### src/shared/fsr_pkg.sv
// constants for the fiber status and identifier register bank
// assumes a 16-bit management data path and a 5-bit register address
package fsr_pkg;

  // register addresses
  localparam logic [4:0] ADDR_STATUS   = 5'h01;
  localparam logic [4:0] ADDR_ID_HIGH  = 5'h02;
  localparam logic [4:0] ADDR_IRQ_STAT = 5'h10;
  localparam logic [4:0] ADDR_IRQ_MASK = 5'h11;

  // status word bit positions
  localparam int BIT_T4       = 15;
  localparam int BIT_FX_FULL  = 14;
  localparam int BIT_FX_HALF  = 13;
  localparam int BIT_NONE_HI  = 12;
  localparam int BIT_NONE_LO  = 9;
  localparam int BIT_EXT_STAT = 8;
  localparam int BIT_RSVD_HI  = 7;
  localparam int BIT_SHORT_FR = 6;
  localparam int BIT_AN_DONE  = 5;
  localparam int BIT_RFAULT   = 4;
  localparam int BIT_AN_ABLE  = 3;
  localparam int BIT_LINK     = 2;
  localparam int BIT_RSVD_LO  = 1;
  localparam int BIT_EXT_CAP  = 0;

  // fixed status values
  localparam logic       T4_ABLE       = 1'b0;
  localparam logic       EXT_STAT_VAL  = 1'b1;
  localparam logic       SHORT_FR_VAL  = 1'b1;
  localparam logic       EXT_CAP_VAL   = 1'b1;
  localparam logic [3:0] NONE_ABLE_VAL = 4'h0;

  // fiber mode field encodings
  localparam logic [1:0] MODE_FX    = 2'h0;
  localparam logic [1:0] MODE_BASEX = 2'h1;
  localparam logic [1:0] MODE_SGMII = 2'h2;

  // interrupt status / mask layout
  localparam int         IRQ_W        = 3;
  localparam int         IRQ_RFAULT   = 0;
  localparam int         IRQ_LINKLOST = 1;
  localparam int         IRQ_AN_DONE  = 2;
  localparam logic [2:0] IRQ_RST      = 3'h0;

  // pin bundle layout
  localparam int PIN_W      = 5;
  localparam int PIN_LINK   = 0;
  localparam int PIN_RFAULT = 1;
  localparam int PIN_AN_END = 2;
  localparam int PIN_AN_ENA = 3;
  localparam int PIN_AN_BYP = 4;

  localparam logic [15:0] RDATA_RST = 16'h0000;

endpackage : fsr_pkg
### src/hw/fsr_latch_bit.sv
// one latching status bit, latch-high or latch-low by parameter
// assumes cond_i is synchronous; rd_i pulses once per status read
module fsr_latch_bit #(
  parameter logic ACTIVE = 1'b1,
  parameter logic RST    = 1'b0
) (
  // clock and reset
  input  wire logic sys_clk_i,
  input  wire logic nrst_i,
  // control
  input  wire logic cond_i,
  input  wire logic rd_i,
  input  wire logic clr_i,
  // state
  output logic      q_o
);

  // a new event beats both the clear and the re-arm
  always_ff @(posedge sys_clk_i or negedge nrst_i) begin
    if (!nrst_i) begin
      q_o <= RST;
    end else if (cond_i == ACTIVE) begin
      q_o <= ACTIVE;
    end else if (clr_i) begin
      q_o <= RST;
    end else if (rd_i) begin
      q_o <= cond_i;
    end
  end

endmodule : fsr_latch_bit

### src/hw/fsr_regs.sv
// fiber status and identifier register bank with event interrupt
// assumes fiber pins are asynchronous levels, mode and soft reset come
// from logic on sys_clk_i, and the master never reads and writes at once
module fsr_regs #(
  // arbitrary identifier value
  parameter logic [15:0] OUI_HIGH_WORD = 16'h5a3c
) (
  // clock and reset
  input  wire logic        sys_clk_i,
  input  wire logic        nrst_i,
  // soft reset and mode
  input  wire logic        sw_rst_i,
  input  wire logic [1:0]  mode_i,
  // fiber pcs levels
  input  wire logic        link_up_i,
  input  wire logic        remote_fault_i,
  input  wire logic        an_done_i,
  input  wire logic        an_enable_i,
  input  wire logic        an_bypass_i,
  // register port
  input  wire logic [4:0]  addr_i,
  input  wire logic [15:0] wdata_i,
  input  wire logic        wr_i,
  input  wire logic        rd_i,
  output logic      [15:0] rdata_o,
  // interrupt
  output logic             irq_o
);

  logic [fsr_pkg::PIN_W-1:0] pins_raw;
  logic [fsr_pkg::PIN_W-1:0] pins_s;
  logic                      link_s;
  logic                      fault_s;
  logic                      an_end_s;
  logic                      an_ena_s;
  logic                      an_byp_s;
  logic                      is_fx;
  logic                      is_sgmii;
  logic                      fault_cond;
  logic                      rd_status;
  logic                      rd_stat_q;
  logic                      rd_id_q;
  logic                      fault_lat;
  logic                      link_lat;
  logic                      an_cmpl_reg;
  logic                      an_cmpl_next;
  logic                      fault_prev_reg;
  logic                      link_prev_reg;
  logic                      an_prev_reg;
  logic [fsr_pkg::IRQ_W-1:0] ev;
  logic [fsr_pkg::IRQ_W-1:0] ists_reg;
  logic [fsr_pkg::IRQ_W-1:0] ists_next;
  logic [fsr_pkg::IRQ_W-1:0] imask_reg;
  logic [15:0]               status_word;
  logic [15:0]               rdata_next;

  // pin synchronisation
  always_comb begin
    pins_raw                      = '0;
    pins_raw[fsr_pkg::PIN_LINK]   = link_up_i;
    pins_raw[fsr_pkg::PIN_RFAULT] = remote_fault_i;
    pins_raw[fsr_pkg::PIN_AN_END] = an_done_i;
    pins_raw[fsr_pkg::PIN_AN_ENA] = an_enable_i;
    pins_raw[fsr_pkg::PIN_AN_BYP] = an_bypass_i;
  end

  fsr_sync2 #(
    .WIDTH (fsr_pkg::PIN_W)
  ) u_sync (
    .sys_clk_i (sys_clk_i),
    .nrst_i    (nrst_i),
    .async_i   (pins_raw),
    .sync_o    (pins_s)
  );

  assign link_s   = pins_s[fsr_pkg::PIN_LINK];
  assign fault_s  = pins_s[fsr_pkg::PIN_RFAULT];
  assign an_end_s = pins_s[fsr_pkg::PIN_AN_END];
  assign an_ena_s = pins_s[fsr_pkg::PIN_AN_ENA];
  assign an_byp_s = pins_s[fsr_pkg::PIN_AN_BYP];

  // mode decode
  assign is_fx      = (mode_i == fsr_pkg::MODE_FX);
  assign is_sgmii   = (mode_i == fsr_pkg::MODE_SGMII);
  assign fault_cond = fault_s & ~is_sgmii;
  assign rd_status  = rd_i & (addr_i == fsr_pkg::ADDR_STATUS);

  // latching bits
  fsr_latch_bit #(
    .ACTIVE (1'b1),
    .RST    (1'b0)
  ) u_fault_lat (
    .sys_clk_i (sys_clk_i),
    .nrst_i    (nrst_i),
    .cond_i    (fault_cond),
    .rd_i      (rd_status),
    .clr_i     (sw_rst_i),
    .q_o       (fault_lat)
  );

  fsr_latch_bit #(
    .ACTIVE (1'b0),
    .RST    (1'b0)
  ) u_link_lat (
    .sys_clk_i (sys_clk_i),
    .nrst_i    (nrst_i),
    .cond_i    (link_s),
    .rd_i      (rd_status),
    .clr_i     (sw_rst_i),
    .q_o       (link_lat)
  );

  // auto-negotiation complete
  assign an_cmpl_next = an_end_s & an_ena_s & ~an_byp_s;

  always_ff @(posedge sys_clk_i or negedge nrst_i) begin
    if (!nrst_i) begin
      an_cmpl_reg <= 1'b0;
    end else if (sw_rst_i) begin
      an_cmpl_reg <= 1'b0;
    end else begin
      an_cmpl_reg <= an_cmpl_next;
    end
  end

  // status word assembly
  always_comb begin
    status_word                                        = '0;
    status_word[fsr_pkg::BIT_T4]                       = fsr_pkg::T4_ABLE;
    status_word[fsr_pkg::BIT_FX_FULL]                  = is_fx;
    status_word[fsr_pkg::BIT_FX_HALF]                  = is_fx;
    status_word[fsr_pkg::BIT_NONE_HI:fsr_pkg::BIT_NONE_LO] = fsr_pkg::NONE_ABLE_VAL;
    status_word[fsr_pkg::BIT_EXT_STAT]                 = fsr_pkg::EXT_STAT_VAL;
    status_word[fsr_pkg::BIT_RSVD_HI]                  = 1'b0;
    status_word[fsr_pkg::BIT_SHORT_FR]                 = fsr_pkg::SHORT_FR_VAL;
    status_word[fsr_pkg::BIT_AN_DONE]                  = an_cmpl_reg;
    status_word[fsr_pkg::BIT_RFAULT]                   = fault_lat & ~is_sgmii;
    status_word[fsr_pkg::BIT_AN_ABLE]                  = ~is_fx;
    status_word[fsr_pkg::BIT_LINK]                     = link_lat;
    status_word[fsr_pkg::BIT_RSVD_LO]                  = 1'b0;
    status_word[fsr_pkg::BIT_EXT_CAP]                  = fsr_pkg::EXT_CAP_VAL;
  end

  // event detection for interrupts
  always_ff @(posedge sys_clk_i or negedge nrst_i) begin
    if (!nrst_i) begin
      fault_prev_reg <= 1'b0;
      link_prev_reg  <= 1'b0;
      an_prev_reg    <= 1'b0;
    end else begin
      fault_prev_reg <= fault_cond;
      link_prev_reg  <= link_s;
      an_prev_reg    <= an_cmpl_reg;
    end
  end

  always_comb begin
    ev                       = '0;
    ev[fsr_pkg::IRQ_RFAULT]   = fault_cond & ~fault_prev_reg;
    ev[fsr_pkg::IRQ_LINKLOST] = ~link_s & link_prev_reg;
    ev[fsr_pkg::IRQ_AN_DONE]  = an_cmpl_reg & ~an_prev_reg;
  end

  // sticky status, write one to clear, a fresh event wins
  always_comb begin
    ists_next = ists_reg;
    if (wr_i && addr_i == fsr_pkg::ADDR_IRQ_STAT) begin
      ists_next = ists_reg & ~wdata_i[fsr_pkg::IRQ_W-1:0];
    end
    ists_next = ists_next | ev;
  end

  always_ff @(posedge sys_clk_i or negedge nrst_i) begin
    if (!nrst_i) begin
      ists_reg <= fsr_pkg::IRQ_RST;
    end else begin
      ists_reg <= ists_next;
    end
  end

  always_ff @(posedge sys_clk_i or negedge nrst_i) begin
    if (!nrst_i) begin
      imask_reg <= fsr_pkg::IRQ_RST;
    end else if (wr_i && addr_i == fsr_pkg::ADDR_IRQ_MASK) begin
      imask_reg <= wdata_i[fsr_pkg::IRQ_W-1:0];
    end
  end

  assign irq_o = |(ists_reg & imask_reg);

  // read mux, data one cycle after the strobe
  always_comb begin
    rdata_next = '0;
    case (addr_i)
      fsr_pkg::ADDR_STATUS:   rdata_next = status_word;
      fsr_pkg::ADDR_ID_HIGH:  rdata_next = OUI_HIGH_WORD;
      fsr_pkg::ADDR_IRQ_STAT: rdata_next = {13'h0000, ists_reg};
      fsr_pkg::ADDR_IRQ_MASK: rdata_next = {13'h0000, imask_reg};
      default:                rdata_next = '0;
    endcase
  end

  always_ff @(posedge sys_clk_i or negedge nrst_i) begin
    if (!nrst_i) begin
      rdata_o <= fsr_pkg::RDATA_RST;
    end else if (rd_i) begin
      rdata_o <= rdata_next;
    end else begin
      rdata_o <= fsr_pkg::RDATA_RST;
    end
  end

  // read tracking for checks
  always_ff @(posedge sys_clk_i or negedge nrst_i) begin
    if (!nrst_i) begin
      rd_stat_q <= 1'b0;
      rd_id_q   <= 1'b0;
    end else begin
      rd_stat_q <= rd_status;
      rd_id_q   <= rd_i & (addr_i == fsr_pkg::ADDR_ID_HIGH);
    end
  end
endmodule : fsr_regs

### src/hw/fsr_sync2.sv
// two-stage synchroniser for a bundle of level inputs
// assumes inputs are levels from outside the sys_clk_i domain
module fsr_sync2 #(
  parameter int WIDTH = 5
) (
  // clock and reset
  input  wire logic             sys_clk_i,
  input  wire logic             nrst_i,
  // levels
  input  wire logic [WIDTH-1:0] async_i,
  output logic      [WIDTH-1:0] sync_o
);

  logic [WIDTH-1:0] meta_reg;

  always_ff @(posedge sys_clk_i or negedge nrst_i) begin
    if (!nrst_i) begin
      meta_reg <= '0;
      sync_o   <= '0;
    end else begin
      meta_reg <= async_i;
      sync_o   <= meta_reg;
    end
  end

endmodule : fsr_sync2

### config.mk
export PLATFORM = sky130hd
export DESIGN_NAME = fsr_regs
export DESIGN_NICKNAME = d
export VERILOG_FILES = /design/src/shared/fsr_pkg.sv /design/src/hw/fsr_latch_bit.sv /design/src/hw/fsr_regs.sv /design/src/hw/fsr_sync2.sv
export SDC_FILE = /design/constraint.sdc
export NUM_CORES = 1
export LEC_CHECK = 0
export ABC_CLOCK_PERIOD_IN_PS = 1000
export BUFFER_PORTS_ARGS = -buffer_cell sky130_fd_sc_hd__buf_2
export CAP_MARGIN = 40
export CORE_ASPECT_RATIO = 1.25
export CORE_MARGIN = 2
export CORE_UTILIZATION = 40
export DETAILED_ROUTE_END_ITERATION = 8
export PLACE_DENSITY = 0.68
export SLEW_MARGIN = 5
export SYNTH_ARGS = -nofsm -noshare
export SYNTH_HDL_FRONTEND = slang
export SYNTH_SLANG_ARGS = --single-unit
### constraint.sdc
create_clock -name sys_clk_i -period 1 [get_ports sys_clk_i]
set_input_delay 0.1 -clock sys_clk_i [delete_from_list [all_inputs] [get_ports sys_clk_i]]
set_output_delay 0.1 -clock sys_clk_i [all_outputs]
set_load 0.005 [all_outputs]
# After elaboration in Yosys (flattened, before gate mapping)

Index checks and enable logic that the tools add are counted.

Register bits after elaboration: 38
Bits of input ports: 33
Output and inout bits: 17
Logic and storage cells: 50

Eq/ne operators: 6
Mux-type cells: 10
Reductions and logical operators: 5
Bitwise gates (word level): 18

Operator list:

| kind                                          | count |
|---|---|
| one-hot mux 15 bit (4 select lines)           | 1 |
| two-way mux 16 bit                            | 1 |
| == test 5 bit, second input constant          | 2 |
| AND 1 bit                                     | 8 |
| two-way mux 1 bit                             | 7 |
| AND 3 bit                                     | 2 |
| NOT 1 bit                                     | 6 |
| == test 5 x 1 -> 1 bit, second input constant | 1 |
| == test 5 x 2 -> 1 bit, second input constant | 1 |
| two-way mux 3 bit                             | 1 |
| != test 3 bit, second input constant          | 1 |
| NOT 3 bit                                     | 1 |
| OR 3 bit                                      | 1 |
| nonzero test 3 bit                            | 1 |
| OR reduction 3 bit                            | 1 |
| == test 2 bit, second input constant          | 1 |
| logical AND 1 bit                             | 2 |
| zero test 2 bit                               | 1 |

# Logic depth before layout (Yosys ltp)

Depth in word-level cells: 5
Mapped depth: 4

# Hierarchy

Synthesis repeated with hierarchy kept, for this count alone.

Cells, all modules: 97
Area total of the unflattened synthesis: 1243.7 µm²

Modules (own cells, without submodules):

| module                      | sequential area each (µm²) | area an instance (µm²) | cells an instance | times used |
|---|---|---|---|---|
| fsr_regs                    | 500.5                      | 913.4                  | 81                | 1 |
| fsr_sync2                   | 250.2                      | 250.2                  | 10                | 1 |
| fsr_latch_bit (u_link_lat)  | 25.0                       | 41.3                   | 3                 | 1 |
| fsr_latch_bit (u_fault_lat) | 25.0                       | 38.8                   | 3                 | 1 |

# Worst setup path before layout

No wires, ideal clock.

Path type: input port to flip-flop
Start point: input port addr_i[0]
End point: register imask_reg[0] in the netlist's numbering
Setup time: 0.125 ns
Required time: 0.875 ns
Stages: 4
Path slack: -0.146 ns
Arrival time: 1.021 ns
Cell sequence: buf_2 > inv_1 > or3_1 > mux2_2

Longest elaborated chain between the ends: 2

Ends and longest elaborated chain:

| element                | RTL line        | source |
|---|---|---|
| start: declaration     | fsr_regs.sv:21  | `input wire logic [4:0] addr_i,` |
| == test 5 bit          | fsr_regs.sv:184 | `end else if (wr_i && addr_i == fsr_pkg::ADDR_IRQ_MASK) begin` |
| logical AND 1 bit      | fsr_regs.sv:184 |  |
| end signal: assignment | fsr_regs.sv:183 | `imask_reg <= fsr_pkg::IRQ_RST;` |
| end signal: assignment | fsr_regs.sv:185 | `imask_reg <= wdata_i[fsr_pkg::IRQ_W-1:0];` |
| end: declaration       | fsr_regs.sv:53  | `logic [fsr_pkg::IRQ_W-1:0] imask_reg;` |

Every way passes these cells.
A chain may end at the register's enable or synchronous reset.

# Final worst setup path

Start point: register imask_reg[2] in the netlist's numbering
End point: output port irq_o

Longest elaborated chain between the ends: 2

Ends and longest elaborated chain:

| element            | RTL line        | source |
|---|---|---|
| AND 3 bit          | fsr_regs.sv:189 | `assign irq_o = \|(ists_reg & imask_reg);` |
| OR reduction 3 bit | fsr_regs.sv:189 |  |
| end: declaration   | fsr_regs.sv:27  | `output logic irq_o` |

Every way passes these cells.

==> impl_metrics.tcl <==
set metrics [dict create \
    status "finished, violations left" \
    violations "setup timing" \
    synth_area_leader_cell "dfrtp_1" \
    hold_violations 0 \
    path_class "flip-flop to output pin" \
    tns_ns -0.389 \
    drv_cap 0 \
    fmax_mhz 748 \
    synth_cell_types 29 \
    routed_wl_um 2380 \
    r2r-start "ists_reg[2]" \
    fin_skew_ns 0.00339 \
    coreArea_um2 2920 \
    numCtsBuffers 5 \
    critPathLaunch "imask_reg[2]" \
    power_density_nw_per_um2 1650 \
    die-area_um2 3490 \
    p_leak_nw 0.862 \
    start_util 0.415 \
    drt_iter0_drc 15 \
    final_nets 182 \
    antenna_found_initial 0 \
    grt_overflow 0 \
    cts_root_buffer "clkbuf_4" \
    p_total_mw 2.77 \
    synth_area_leaders "dfrtp_1, buf_4, mux2_2" \
    drc 0 \
    vias_per_cell 4.92 \
    yosys.area.top_type_share 0.661 \
    synthArstFlopShare 1.00 \
    hpwl_um 1700 \
    rows 22 \
    cts.clk_slew.worst_paths_ns 0.09 \
    cp_max_fo 2 \
    ant_nets 0 \
    worstPathArrival_ns 1.24 \
    ys.flop_type "dfrtp_1" \
    hp-start "wdata_i[0]" \
    ys_ff_latch 32 \
    ys_seq_area_frac 0.661 \
    numPortBuffers 33 \
    required_ns 0.90 \
    grt_use_total 0.164 \
    period_minus_slack_ns 1.34 \
    syn-cell-area_um2 1210 \
    htree_levels 2 \
    ios 50 \
    grt_setup_unrepaired "true" \
    synthCells 96 \
    fin_crit_sh 1.34 \
    areaGrowthSynthToFinish_pct 38.8 \
    finalSetupViolations 4 \
    grt_pass1_wl_um 4080 \
    num_vias 915 \
    report.final.slew_viol_count 0 \
    setup_ws_ns -0.337 \
    num_antenna_cells 0 \
    drive_gt1_frac 0.440 \
    crit_path_end_kind "output pin" \
    wl_per_cell_um 12.8 \
    final_util 0.576 \
    tritoncts "yes" \
    grt_pass1_vias 949 \
    largest_reg_flops 10 \
    synth_edf_count 0 \
    worstSetupStartpointType "flip-flop" \
    yosysWarnings 0 \
    avgSynthCellArea_um2 12.6 \
    detail_route.first_pass.iterations 4 \
    place.gp.congestion 0.800 \
    clock_latency_ns 0.33 \
    fill_cells 272 \
    hold_class "primary input to flip-flop" \
    clockBufferDepth 2 \
    clock-sinks 32 \
    die_height_um 65.5 \
    grt_start_max_net_pins 33 \
    die_x_um 53.2 \
    vdd_drop_max_mv 1.15 \
]
[cells in the mapped netlist (all sizes together) (2+ instances only)]
library cell  count
mux2              4
nand3             2
dfrtp            32
a221o             2
o21ai             4
or3               2
a21oi             6
buf               8
nor2b             3
inv               7
nor2              3
nand2             7
[power by group]
group | switching (mW) | internal, mW | leakage (nW)
clock network | 0.428 | 0.664 | 0.0515
registers | 0.0303 | 1.35 | 0.397
logic | 0.135 | 0.160 | 0.414
total | 0.594 | 2.18 | 0.862
[logic make-up after synthesis]
logic type,synth area share
AOI/OAI and AO/OA,0.0868
buffers and inverters,0.0702
DFF,0.661
muxes,0.0455
other,0.00310
and+or+nand+nor,0.133
[worst paths after layout]
path / endpoint / slack [ns] / depth (start not counted)
worst min register to register: u_sync.sync_o[4] / 0.35 / 0
worst max register to register: ists_reg[2] / -0.03 / 3
min in group asynchronous: u_fault_lat.q_o / 0.25 / 3
max in group asynchronous: ists_reg[1] / 0.59 / 3
worst min-delay path: imask_reg[0] / 0.02 / 2
worst max-delay path: irq_o / -0.34 / 3
[metrics by stage]
step           cells  hold WS (ns)  setup WS, ns  area, µm²
6_report         186        0.0180        -0.337       1680
5_1_grt          186       0.00988        -0.480       1680
4_1_cts          186        0.0171        -0.338       1660
3_5_place_dp     169        0.0667        -0.270       1470
3_3_place_gp     169        0.0635        -0.219       1470
2_1_floorplan     98        -0.196       -0.0951       1240
[area by class of cell]
cell class	instances	area [µm²]	share of cell area
Clock buffer	7	65.1	0.0387
Clock inverter	1	30.0	0.0179
Multi-Input combinational cell	50	365	0.217
Inverter	7	26.3	0.0156
Sequential cell	32	801	0.476
Tap cell	36	45.0	0.0268
Timing Repair Buffer	53	349	0.208
[critical path: stages, from the launching register on]
cell and delay [ns]:
dfrtp_1 0.39, a222oi_1 0.33, inv_1 0.06, buf_2 0.13
[metal layers]
metal  global-route usage  vias up  routed length [µm]
met5                    0        -                   0
li1                     -      429                   -
met3               0.0636       10                 136
met4               0.0865        0                  82
met1                0.187      446                 940
met2                0.261       30                1220
[what timing repair did]
item,4_1_cts,5_1_grt
pin swaps,2,2
hold buffers,7,0
setup endpoints to repair,2,8
gates resized for setup,1,7
setup buffers,2,2
endpoints found under the hold margin,38,0
[cells in the final DEF (no fill, tap or decap), drive strengths merged, types with 2 or more instances in the layout]
| cell | n |
|---|---|
| a21oi | 6 |
| a221o | 2 |
| buf | 46 |
| clkbuf | 7 |
| conb | 3 |
| dfrtp | 32 |
| dlygate4sd3 | 7 |
| inv | 7 |
| mux2 | 4 |
| nand2 | 7 |
| nand3 | 2 |
| nor2 | 3 |
| nor2b | 3 |
| o21ai | 4 |
| or3 | 2 |
No activity file was read; power rests on OpenSTA's default activity.
